--- src/mode_pkg.sv ---
// What this block does
// the bridge and internal circuits run whenever either bridge control input is high and no fault stands.
// active mode is entered only once supply is good, the inputs are not both low, and the wake delay has passed.
// the code also enters it from fault mode on recovery, without checking the inputs or the wake delay.
// in active mode the bridge, charge pump and logic run and input changes are followed.
// both inputs low for the sleep delay puts the device to sleep; the controller must hold them that long.
// asleep, both bridge outputs are high impedance and internal circuits are off.
// an input high for longer than the wake delay wakes the device; the controller must hold it that long.
// any fault enters fault mode, disables the bridge and pulls the fault flag low.
// fault mode is left for active mode once the recovery condition of the causing fault holds.
// single supply: motor supply undervoltage disables bridge and circuits and flags a fault until it rises.
// split supply: logic supply undervoltage disables bridge and circuits and flags a fault until it rises.
// split supply: normal operation at any motor supply, current sense only while motor supply is above 1.65 V.
// single supply: current sense and operation at or above 1.65 V motor supply, lockout below.
// after thermal shutdown the bridge stays off until temperature is below trip minus hysteresis.
// after overcurrent or thermal shutdown the bridge re-enables after the retry period, repeating while it lasts.
// undervoltage resets all internal logic, disables the outputs and pulls the fault flag low; here the sleep timer and synchronisers keep running.
package mode_pkg;

  // ----------------------------------------
  // timing
  // ----------------------------------------
  localparam int CLK_MHZ = 200;
  localparam int WAKE_US = 1;
  localparam int SLEEP_US = 1;
  localparam int RETRY_US = 1;
  localparam int WAKE_CYCLES = WAKE_US * CLK_MHZ;
  localparam int SLEEP_CYCLES = SLEEP_US * CLK_MHZ;
  localparam int RETRY_CYCLES = RETRY_US * CLK_MHZ;
  localparam int CNT_W = 16;

  // ----------------------------------------
  // modes and carriers
  // ----------------------------------------
  typedef enum logic [3:0] {
    ST_LOCKOUT = 4'h1,
    ST_SLEEP = 4'h2,
    ST_ACTIVE = 4'h4,
    ST_FAULT = 4'h8
  } mode_type;

  typedef struct packed {
    logic bridge_en;
    logic circuits_en;
    logic sense_en;
    logic fault_flag_n_oe;
  } drive_type;

  localparam drive_type DRIVE_RESET = 4'h1;

endpackage

--- src/delay_timer.sv ---
`timescale 1ns/1ps
`default_nettype none
// counts cycles while a condition holds, flags when the target is reached
module delay_timer #(
  parameter int LIMIT = 1
) (
  input wire logic clk,
  input wire logic rst,
  input wire logic run,
  output logic done
);
  logic [mode_pkg::CNT_W-1:0] count;

  // ----------------------------------------
  // counter
  // ----------------------------------------
  // restarts whenever the condition drops, so only a steady condition counts
  always_ff @(posedge clk or posedge rst)
  begin
    if (rst)
    begin
      count <= '0;
      done <= 1'b0;
    end
    else if (!run)
    begin
      count <= '0;
      done <= 1'b0;
    end
    else if (count >= mode_pkg::CNT_W'(LIMIT))
      done <= 1'b1;
    else
      count <= count + 1'b1;
  end
endmodule
`default_nettype wire

--- src/motor_driver_mode_fault_control.sv ---
`timescale 1ns/1ps
`default_nettype none
module motor_driver_mode_fault_control (
  // clock and reset
  input wire logic I_CLK,
  input wire logic I_RST,
  // controller inputs
  input wire logic I_BRIDGE_CTRL_A,
  input wire logic I_BRIDGE_CTRL_B,
  // variant strap: high for split supply
  input wire logic I_SPLIT_SUPPLY,
  // analog comparator results
  input wire logic I_LOGIC_SUPPLY_OK,
  input wire logic I_MOTOR_SUPPLY_OK,
  input wire logic I_OVERCURRENT,
  input wire logic I_OVER_THERMAL_TRIP,
  input wire logic I_BELOW_THERMAL_HYSTERESIS,
  // outputs
  output logic O_BRIDGE_EN,
  output logic O_BRIDGE_HIZ,
  output logic O_CIRCUITS_EN,
  output logic O_CURRENT_SENSE_OUT_EN,
  output logic O_FAULT_FLAG_N_OUT,
  output logic O_FAULT_FLAG_N_OE
);

  // ----------------------------------------
  // input synchronisers
  // ----------------------------------------
  logic [7:0] sync1;
  logic [7:0] sync2;
  always_ff @(posedge I_CLK or posedge I_RST)
  begin
    if (I_RST)
    begin
      sync1 <= 8'h00;
      sync2 <= 8'h00;
    end
    else
    begin
      sync1 <= {I_BRIDGE_CTRL_A, I_BRIDGE_CTRL_B, I_SPLIT_SUPPLY, I_LOGIC_SUPPLY_OK,
                I_MOTOR_SUPPLY_OK, I_OVERCURRENT, I_OVER_THERMAL_TRIP, I_BELOW_THERMAL_HYSTERESIS};
      sync2 <= sync1;
    end
  end

  logic ctrl_a, ctrl_b, split, vcc_ok, vm_ok, ocp, tsd, cool;
  assign {ctrl_a, ctrl_b, split, vcc_ok, vm_ok, ocp, tsd, cool} = sync2;

  // ----------------------------------------
  // supply qualification
  // ----------------------------------------
  logic supply_ok;
  logic any_in;
  // split supply watches the logic rail, single supply the motor rail
  assign supply_ok = split ? vcc_ok : vm_ok;
  assign any_in = ctrl_a | ctrl_b;

  // ----------------------------------------
  // delay timers
  // ----------------------------------------
  mode_pkg::mode_type mode;
  logic wake_done, sleep_done, retry_done, in_fault;
  assign in_fault = (mode == mode_pkg::ST_FAULT);

  // wake delay only counts on a good supply, so it restarts after every lockout
  delay_timer #(.LIMIT(mode_pkg::WAKE_CYCLES)) u_wake (
    .clk(I_CLK), .rst(I_RST), .run(any_in && supply_ok), .done(wake_done)
  );
  delay_timer #(.LIMIT(mode_pkg::SLEEP_CYCLES)) u_sleep (
    .clk(I_CLK), .rst(I_RST), .run(!any_in), .done(sleep_done)
  );
  delay_timer #(.LIMIT(mode_pkg::RETRY_CYCLES)) u_retry (
    .clk(I_CLK), .rst(I_RST), .run(in_fault && supply_ok), .done(retry_done)
  );

  // ----------------------------------------
  // fault cause
  // ----------------------------------------
  // thermal cause held until cool or until supply loss clears it, so retry alone cannot restart a hot die
  logic thermal_latched;
  always_ff @(posedge I_CLK or posedge I_RST)
  begin
    if (I_RST)
      thermal_latched <= 1'b0;
    else if (!supply_ok)
      thermal_latched <= 1'b0;
    else if (tsd)
      thermal_latched <= 1'b1;
    else if (cool)
      thermal_latched <= 1'b0;
  end

  logic recovered;
  // retry expiry plus each cause cleared
  assign recovered = retry_done && !ocp && !tsd && !thermal_latched;

  // ----------------------------------------
  // mode sequencer
  // ----------------------------------------
  mode_pkg::mode_type next_mode;
  always_comb
  begin
    next_mode = mode;
    case (mode)
      mode_pkg::ST_LOCKOUT:
        if (supply_ok)
          next_mode = mode_pkg::ST_SLEEP;
      mode_pkg::ST_SLEEP:
        if (wake_done && any_in)
          next_mode = mode_pkg::ST_ACTIVE;
      mode_pkg::ST_ACTIVE:
        if (ocp || tsd)
          next_mode = mode_pkg::ST_FAULT;
        else if (sleep_done)
          next_mode = mode_pkg::ST_SLEEP;
      mode_pkg::ST_FAULT:
        if (recovered)
          next_mode = mode_pkg::ST_ACTIVE;
      default:
        next_mode = mode_pkg::ST_LOCKOUT;
    endcase
    if (!supply_ok)
      next_mode = mode_pkg::ST_LOCKOUT;
  end

  always_ff @(posedge I_CLK or posedge I_RST)
  begin
    if (I_RST)
      mode <= mode_pkg::ST_LOCKOUT;
    else
      mode <= next_mode;
  end

  // ----------------------------------------
  // output decode
  // ----------------------------------------
  mode_pkg::drive_type next_drive;
  always_comb
  begin
    next_drive = mode_pkg::DRIVE_RESET;
    case (next_mode)
      mode_pkg::ST_ACTIVE:
      begin
        next_drive.bridge_en = 1'b1;
        next_drive.circuits_en = 1'b1;
        next_drive.sense_en = split ? vm_ok : 1'b1;
        next_drive.fault_flag_n_oe = 1'b1;
      end
      mode_pkg::ST_FAULT:
      begin
        next_drive.circuits_en = 1'b1;
        next_drive.sense_en = split ? vm_ok : 1'b1;
        next_drive.fault_flag_n_oe = 1'b0;
      end
      mode_pkg::ST_LOCKOUT:
        next_drive.fault_flag_n_oe = 1'b0;
      default:
        next_drive.fault_flag_n_oe = 1'b1;
    endcase
  end

  // registered outputs; oe low means the flag pin is pulled low
  always_ff @(posedge I_CLK or posedge I_RST)
  begin
    if (I_RST)
    begin
      O_BRIDGE_EN <= 1'b0;
      O_BRIDGE_HIZ <= 1'b1;
      O_CIRCUITS_EN <= 1'b0;
      O_CURRENT_SENSE_OUT_EN <= 1'b0;
      O_FAULT_FLAG_N_OUT <= 1'b0;
      O_FAULT_FLAG_N_OE <= 1'b0;
    end
    else
    begin
      O_BRIDGE_EN <= next_drive.bridge_en;
      O_BRIDGE_HIZ <= !next_drive.bridge_en;
      O_CIRCUITS_EN <= next_drive.circuits_en;
      O_CURRENT_SENSE_OUT_EN <= next_drive.sense_en;
      O_FAULT_FLAG_N_OUT <= 1'b0;
      O_FAULT_FLAG_N_OE <= next_drive.fault_flag_n_oe;
    end
  end
endmodule
`default_nettype wire

--- config.mk ---
export PLATFORM = sky130hd
export DESIGN_NAME = motor_driver_mode_fault_control
export DESIGN_NICKNAME = d
export VERILOG_FILES = /design/src/mode_pkg.sv /design/src/delay_timer.sv /design/src/motor_driver_mode_fault_control.sv
export SDC_FILE = /design/constraint.sdc
export NUM_CORES = 1
export LEC_CHECK = 0
export BUFFER_PORTS_ARGS = -buffer_cell sky130_fd_sc_hd__buf_2
export CAP_MARGIN = 20
export CORE_MARGIN = 1
export CORE_UTILIZATION = 53
export CTS_CLUSTER_DIAMETER = 30
export CTS_CLUSTER_SIZE = 20
export DETAILED_ROUTE_END_ITERATION = 8
export PLACE_DENSITY = 0.71
export SYNTH_ARGS = -nofsm -noshare
export SYNTH_HDL_FRONTEND = slang
export SYNTH_SLANG_ARGS = --single-unit
--- constraint.sdc ---
create_clock -name I_CLK -period 2.3 [get_ports I_CLK]
set_input_delay 0.115 -clock I_CLK [delete_from_list [all_inputs] [get_ports I_CLK]]
set_output_delay 0.115 -clock I_CLK [all_outputs]
set_load 0.05 [all_outputs]
==> results.cfg, run 1 <==
[critical_path]
critPathArrivalTime_ns = 2.28
r2r_start = u_wake.count[15]
endpoint_kind = register
critPathLaunch = u_wake.count[15]
worstPathRequired_ns = 2.57
reg2reg_depth = 4
path_class = reg -> reg
r2r-end = u_wake.count[6]
crit_path_end = u_wake.count[6]
ff2ff_setup_slack_ns = 0.29
crit_path_start_kind = register
crit_fanout = 9

[routing]
drt_iter0_drc = 143
finalWirelength_um = 5264
antenna_left = 0
dr_total_vias = 2023
post-route-drc-count = 0
drt-wirelength-per-cell_um = 13.93
drt-pass1-iter-count = 4
vias_per_cell = 5.352

[global_routing]
grt.overflow.total = 0
antenna_found_initial = 0
grt_pass1_wl_um = 9390
grt_max_degree = 78
grt_pass1_vias = 2120
grtUsageTotal = 0.2004

[logic_synthesis]
async_flop_share = 1.000
ys_warn_count = 0
ys_seq_area_frac = 0.6284
synth-seq-cells = 77
synth_nets = 287
synthFlopType = dfrtp_1
syn_area_um2 = 3070
synth_edf_count = 0
syn_avg_cell_area_um2 = 11.33
syn_inst = 271
synth_cell_type_count = 43

[floorplan]
die_h_um = 78.12
start_util = 0.5542
pin_count = 16
die_x_um = 78.12
die_area_um2 = 6102
core_um2 = 5540
rows = 27

[timing]
final.period_utilization = 0.8738
holdWs_ns = 0.3506
drv_slew = 0
slew_headroom = 0.5877
hold_violations = 0
fin_setup_tns_ns = 0
worst_pin_slew_ns = 0.6161
finClkSkew_ns = 0.008865
report.final.setup_viol = 0
rsz0062_at_grt = no
fmax_mhz = 497.6
period_needed_ns = 2.010

[clocking]
cts_num_sinks = 77
clk_pin_slew_ns = 0.07
cts_tree = yes
root_buffer = clkbuf_8
cts_buffer_depth = 2
worstSkewPairLatency_ns = 0.34
cts_buffers = 9
cts-resized-gates = 0
cts.htree.levels = 3

[place]
dp_hpwl_um = 3462
dpl_cell_area_um2 = 3241
numPortBuffers = 14
gp_congestion = 0.7446

[power]
p_total_mw = 2.656
leakage_nw = 1.577
powerDensity_nw_per_um2 = 758.5
ir_drop_uv = 571.2

[outcome]
status = finished clean

[cells_and_area]
post-route-util = 0.6319
antenna_cells = 0
fin_nets = 317
layout-drive-gt1-share = 0.1242
synthToLayoutAreaGrowth_pct = 14.02
design_area_um2 = 3501

[flow_run]
max_cap_violations = 0

[min_path]
hold_class = reg -> reg
cells in the mapped netlist, drive strengths merged (2+ instances only):
cell type,instances,area [µm²]
o311ai,3,26.28
or2,2,12.51
nand3,13,65.06
o21ai,11,55.05
nor4,10,62.56
and2,24,150.1
o31ai,3,22.52
xor2,2,17.52
nor2,22,82.58
or4,4,30.03
xnor2,4,35.03
clkbuf,6,23.77
mux2i,4,40.04
dfstp,2,52.55
nand2,11,41.29
and3,3,18.77
dfrtp,75,1877
or3,10,62.56
nand4,5,31.28
ha,6,75.07
inv,12,45.04
o21a,4,30.03
buf,3,16.26
nor3,2,10.01
a21oi,16,80.08
timing repair:
action,CTS,global route
setup buffers,0,0
hold buffers,9,0
endpoints found under the hold margin,83,0
layer usage:
metal | vias to the layer above | global-route usage | part of all wire | wire length [µm]
li1 | 1003 | - | - | -
met1 | 969 | 0.2529 | 0.47 | 2492
met2 | 42 | 0.3175 | 0.47 | 2486
met3 | 9 | 0.06047 | 0.041 | 214
met4 | 0 | 0.09259 | 0.014 | 72
met5 | - | 0 | 0 | 0
metrics by stage:
step | setup WS [ns] | cells
2_1_floorplan | 0.2216 | 271
3_3_place_gp | 0.4427 | 353
3_5_place_dp | 0.3532 | 353
4_1_cts | 0.3334 | 378
5_1_grt | 0.1757 | 378
6_report | 0.2904 | 378
kinds of logic after synthesis:
family	Yosys count	share of synthesized area
fa+ha+maj	6	0.02445
flops	77	0.6284
mux	4	0.01304
compound gates	46	0.09414
buf+inv	21	0.02771
simple gates	110	0.1940
other cells	1	0.001221
xor+xnor	6	0.01711
worst max-delay path, cell delays in order (launching register included):
cell and delay (ns):
dfrtp_1 0.37, nor4_1 0.53, nand3_1 0.41, or3_1 0.47, a21oi_1 0.16
cell type report:
type	instances	area, µm²
Fill cell	438	2039
Sequential cell	77	1929
Multi-Input combinational cell	173	1056
Timing Repair Buffer	28	210.2
Clock buffer	13	148.9
Tap cell	72	90.09
Inverter	12	45.04
Clock inverter	3	21.27
cells in the final DEF (no fill, tap or decap), types with 5 or more instances in the layout:
cell	count
buf_2	14
nor2_1	22
dlygate4sd3_1	9
nand2_1	11
o21ai_0	11
inv_1	11
dfrtp_1	75
nand4_1	5
a21oi_1	16
nor4_1	10
clkbuf_8	10
or3_1	10
ha_1	6
and2_1	24
nand3_1	13
state kept, by name (all words and copies together), names as in the netlist, 4 cells and up:
name           flops
sync1              8
u_sleep.count     16
u_retry.count     16
mode               4
u_wake.count      16
sync2              8
worst min-delay path by stage:
stage	from	end	slack, ns	cells after the start
global placement	I_BRIDGE_CTRL_B	sync1[6]	0.22	1
global route	sync1[2]	sync2[2]	0.34	0
floorplan	I_BELOW_THERMAL_HYSTERESIS	sync1[0]	0.15	0
CTS	sync1[2]	sync2[2]	0.35	0
detailed placement	I_BRIDGE_CTRL_A	sync1[7]	0.22	1
finish	sync1[7]	sync2[7]	0.35	0
power breakdown:
group          switching (mW)  internal (mW)  leakage [nW]
sequential             0.0577           1.41          1.02
clock                   0.457          0.422        0.0836
combinational           0.207         0.0974         0.469
total                   0.721           1.93          1.58
Note: power is estimated with default switching activity, not from simulation.
==> inputs of run 2 (changes only) <==
--- a/config.mk
+++ b/config.mk
@@ -9,6 +9,7 @@
 export CAP_MARGIN = 20
 export CORE_MARGIN = 1
 export CORE_UTILIZATION = 53
+export CTS_BUF_LIST = sky130_fd_sc_hd__clkbuf_4
 export CTS_CLUSTER_DIAMETER = 30
 export CTS_CLUSTER_SIZE = 20
 export DETAILED_ROUTE_END_ITERATION = 8
==> run 2 against run 1 <==
  * Critical path type unchanged
  * Count of clock-buffer cells in the layout fell by 1
  * Maximum frequency fell by 0.32%
  * Sequential power barely moved
  * Largest power group unchanged
  * Hold slack got worse by 0.025 ns
  * Final cell count did not move
  * Critical path depth did not move
==> results.cfg, run 2 (synthesis gave the netlist of run 1 again) <==
[floorplan]
start_util = 0.5542
rows = 27
core_um2 = 5540
pin_count = 16
die_h_um = 78.12
die_x_um = 78.12
die_area_um2 = 6102

[cells_and_area]
antenna_cells = 0
final_cell_mix = dfrtp_1 (75), and2_1 (24), nor2_1 (22)
final_common_cell = dfrtp_1
largestRegisters = u_retry.count x16, u_sleep.count x16, u_wake.count x16
layout-drive-gt1-share = 0.1307
fin_nets = 317
fill_cells = 445
synthToLayoutAreaGrowth_pct = 12.22
stdcell_count = 378

[routing]
finalWirelength_um = 5230
post-route-drc-count = 0
drt-wirelength-per-cell_um = 13.84
drt-pass1-iter-count = 4
drt_iter0_drc = 130
antenna_left = 0
dr_total_vias = 2030
vias_per_cell = 5.370

[clocking]
worstSkewPairLatency_ns = 0.41
root_buffer = clkbuf_4
cts_buffer_depth = 2
clk_pin_slew_ns = 0.12
cts.htree.levels = 3
cts_buffers = 9
cts_num_sinks = 77
cts-resized-gates = 0
cts_tree = yes

[critical_path]
critPathLaunch = u_wake.count[15]
cp.depth = 4
cp_slowest_cell = nor4_1
crit_path_start_kind = register
crit_fanout = 9
reg2reg_depth = 4
r2r-end = u_wake.count[4]
endpoint_kind = register
worstPathRequired_ns = 2.64
critPathTopFamily = simple AND/OR/NAND/NOR gates
cp_cell_sequence = nor4_1 > nand3_1 > or3_1 > a21oi_1
critPathArrivalTime_ns = 2.36
path_class = reg -> reg
crit_path_max_incr_delay_ns = 0.53
crit_path_end = u_wake.count[4]
r2r_start = u_wake.count[15]
ff2ff_setup_slack_ns = 0.28
path_buf_inv = 0

[timing]
report.final.setup_viol = 0
finalWorstSetupSlack_ns = 0.2840
hold_violations = 0
fmax_mhz = 496.0
slew_headroom = 0.5928
rsz0062_at_grt = no
drv_slew = 0
final.period_utilization = 0.8765
finClkSkew_ns = 0.01151
period_needed_ns = 2.016
worst_pin_slew_ns = 0.6086
fin_setup_tns_ns = 0
holdWs_ns = 0.3254

[global_routing]
use_met2 = 0.3088
gr-usage-met3 = 0.07442
grt_pass1_wl_um = 9294
grtUsageTotal = 0.2006
grtUsageMet1 = 0.2545
grt_pass1_vias = 2082
grt_max_degree = 78
grt-busiest-layer = met2
grt.overflow.total = 0
antenna_found_initial = 0

[place]
post-place-ws_ns = 0.3532
dp_hpwl_um = 3462
gp_congestion = 0.7446
dpl.cell_count = 353
numPortBuffers = 14

[flow_run]
max_cap_violations = 0

[min_path]
hold_class = in -> async

[power]
p_total_mw = 2.461
leakage_nw = 1.559
powerDensity_nw_per_um2 = 714.2
ir_drop_uv = 459.0

[outcome]
status = finished clean
-- run 2: cell types whose count changed in the layout (fill, tap and decap cells not counted), sizes merged --
cell    delta
clkbuf     -1
clkinv     +1
-- run 2: how the worst min path moves through the flow --
stage                                from                 to  slack [ns]  depth (start not counted)
3_5_place_dp              I_BRIDGE_CTRL_A           sync1[7]        0.22                          1
6_report                            I_RST  u_retry.count[14]        0.33                          4
3_3_place_gp              I_BRIDGE_CTRL_B           sync1[6]        0.22                          1
5_1_grt        I_BELOW_THERMAL_HYSTERESIS           sync1[0]        0.30                          2
4_1_cts                             I_RST    thermal_latched        0.31                          4
2_1_floorplan  I_BELOW_THERMAL_HYSTERESIS           sync1[0]        0.15                          0
-- run 2: worst min-delay path: stages --
cell and delay, ns:
dlygate4sd3_1 0.53, buf_2 0.12, inv_2 0.06, buf_12 0.33
-- run 2: final cells by class --
type	instances	area, µm²	share of cell area
sequential	77	1929	0.5599
multi-input combinational	173	1056	0.3065
timing repair buffer	28	210.2	0.06100
clock buffer	12	90.09	0.02614
tap	72	90.09	0.02614
inverter	12	45.04	0.01307
clock inverter	4	25.02	0.007262
-- run 2: metal layers --
layer	routed length (µm)	vias up
li1	-	1004
met1	2499	980
met2	2461	40
met3	207	6
met4	61	0
met5	0	-
-- run 2: repair_timing --
item	in CTS	in global routing
hold endpoints to repair	83	0
buffers inserted	0	0
hold buffers	9	0
endpoints found under the setup margin	0	0
-- run 2: stage by stage --
| stage | instance area (µm²) | utilization |
|---|---|---|
| after floorplan | 3070 | - |
| final | 3446 | 0.6220 |
| after CTS | 3446 | 0.6220 |
| after global routing | 3446 | 0.6220 |
| after detailed placement | 3241 | 0.5849 |
| after global placement | 3241 | 0.5849 |
-- run 2: where the power goes --
part / total, mW / internal [mW] / switching (mW)
Sequential: 1.47 / 1.41 / 0.0576
Combinational: 0.302 / 0.0974 / 0.204
Clock: 0.688 / 0.256 / 0.432
==> inputs of run 3 (changes only) <==
==> constraint.sdc (replaced) <==
create_clock -name I_CLK -period 2.6 [get_ports I_CLK]
set_input_delay 0.13 -clock I_CLK [delete_from_list [all_inputs] [get_ports I_CLK]]
set_output_delay 0.13 -clock I_CLK [all_outputs]
set_load 0.05 [all_outputs]
==> run 3 against run 2 <==
  * Highest routed layer unchanged
  * Setup slack better by 0.27 ns
  * Final cell count is 0.79% lower
  * Critical path type unchanged
  * Largest cell class unchanged
  * Power is 8.8% lower
==> results.cfg, run 3 (synthesis gave the netlist of run 1 again) <==
[timing]
hold_violations = 0
final.period_utilization = 0.7869
fmax_mhz = 488.8
worst_pin_slew_ns = 0.5652
finClkSkew_ns = 0.01518
fin_setup_tns_ns = 0
rsz0062_at_grt = no
drv_slew = 0
period_needed_ns = 2.046
slew_headroom = 0.6218
report.final.setup_viol = 0

[place]
dp_hpwl_um = 3195
dpl_cell_area_um2 = 3218
dpl.cell_count = 350
numPortBuffers = 14
gp_congestion = 0.7402

[floorplan]
pin_count = 16
start_util = 0.5542
core_um2 = 5540
rows = 27
die_area_um2 = 6102
die_x_um = 78.12
die_h_um = 78.12

[clocking]
worstSkewPairLatency_ns = 0.39
cts_num_sinks = 77
cts_tree = yes
cts-resized-gates = 0
cts_buffers = 9
clk_pin_slew_ns = 0.12
cts.htree.levels = 3
cts_buffer_depth = 2
root_buffer = clkbuf_4

[cells_and_area]
fin_nets = 314
layout-drive-gt1-share = 0.1221
post-route-util = 0.6213
design_area_um2 = 3442
final_cell_mix = dfrtp_1 (75), and2_1 (24), nor2_1 (22)
fill_cells = 467
synthToLayoutAreaGrowth_pct = 12.10
antenna_cells = 0
stdcell_count = 375
largestRegisters = u_retry.count x16, u_sleep.count x16, u_wake.count x16
final_common_cell = dfrtp_1

[critical_path]
crit_path_start_kind = register
crit_path_max_incr_delay_ns = 0.63
path_class = reg -> reg
critPathTopFamily = simple AND/OR/NAND/NOR gates
cp_slowest_cell = or4_1
critPathArrivalTime_ns = 2.37
path_buf_inv = 0
cp_cell_sequence = o311ai_0 > nand3_1 > or4_1 > a21oi_1
endpoint_kind = register
crit_fanout = 14
worstPathRequired_ns = 2.92

[global_routing]
grt_pass1_vias = 1932
grtUsageTotal = 0.1863
grt_max_degree = 78
grt_pass1_wl_um = 8728
antenna_found_initial = 0
grt.overflow.total = 0

[flow_run]
max_cap_violations = 0

[routing]
drt-pass1-iter-count = 4
post-route-drc-count = 0
vias_per_cell = 5.275
drt_iter0_drc = 217
dr_total_vias = 1978
finalWirelength_um = 4827
drt-wirelength-per-cell_um = 12.87
antenna_left = 0

[power]
p_comb_frac = 0.116
p_clk_frac = 0.305
p_sw_uw = 623.2
p_int_mw = 1.621
powerDensity_nw_per_um2 = 652.0
leakage_nw = 1.544
ir_drop_uv = 376.7
p_sw_frac = 0.2777
seq_power_share = 0.579

[min_path]
hold_class = in -> async

[outcome]
status = finished clean
[run 3: cell type report]
cell class | count | area, µm² | area share
Clock inverter | 7 | 66.31 | 0.01927
Timing Repair Buffer | 25 | 187.7 | 0.05453
Clock buffer | 9 | 67.56 | 0.01963
Inverter | 12 | 45.04 | 0.01309
Tap cell | 72 | 90.09 | 0.02617
Sequential cell | 77 | 1929 | 0.5605
Multi-Input combinational cell | 173 | 1056 | 0.3068
[run 3: repair_timing]
item | 4_1_cts | 5_1_grt
buffers inserted | 0 | 0
setup endpoints to repair | 0 | 0
endpoints found under the hold margin | 83 | 0
hold buffers | 9 | 0
[run 3: worst reg2reg max path: stages, from the launching register on]
cell and delay [ns]:
dfrtp_1 0.43, o311ai_0 0.33, nand3_1 0.44, or4_1 0.63, a21oi_1 0.15
[run 3: metrics by stage]
stage	hold slack (ns)	power [mW]	worst slack [ns]
final	0.3345	2.244	0.5540
after global routing	0.3288	2.366	0.4214
after CTS	0.3351	2.279	0.5791
after detailed placement	0.2393	1.576	0.5958
after global placement	0.2384	1.568	0.6668
after floorplan	0.1614	1.517	0.5066
[run 3: power by group through the flow]
stage          Sequential, mW  Clock, mW  Combinational (mW)
3_5_place_dp             1.32          0               0.253
6_report                 1.30      0.685               0.260
2_1_floorplan            1.35          0               0.170
4_1_cts                  1.30      0.717               0.263
3_3_place_gp             1.32          0               0.247
5_1_grt                  1.31      0.763               0.293
[run 3: worst paths after layout]
kind / depth (start not counted) / end / from / slack (ns)
worst max-delay path: 4 / u_sleep.count[5] / u_sleep.count[5] / 0.55
worst min-delay path: 4 / u_retry.count[15] / I_RST / 0.33
worst max register to register: 4 / u_sleep.count[5] / u_sleep.count[5] / 0.55
worst min register to register: 0 / sync2[2] / sync1[2] / 0.36
max in group asynchronous: 4 / O_BRIDGE_HIZ / I_RST / 1.92
min in group I_CLK: 0 / sync2[2] / sync1[2] / 0.36
[run 3: metal layers]
| layer | track usage | wire (µm) |
|---|---|---|
| met5 | 0 | 0 |
| met4 | 0.09444 | 62 |
| met3 | 0.03488 | 107 |
| met2 | 0.2772 | 2220 |
| met1 | 0.2624 | 2435 |
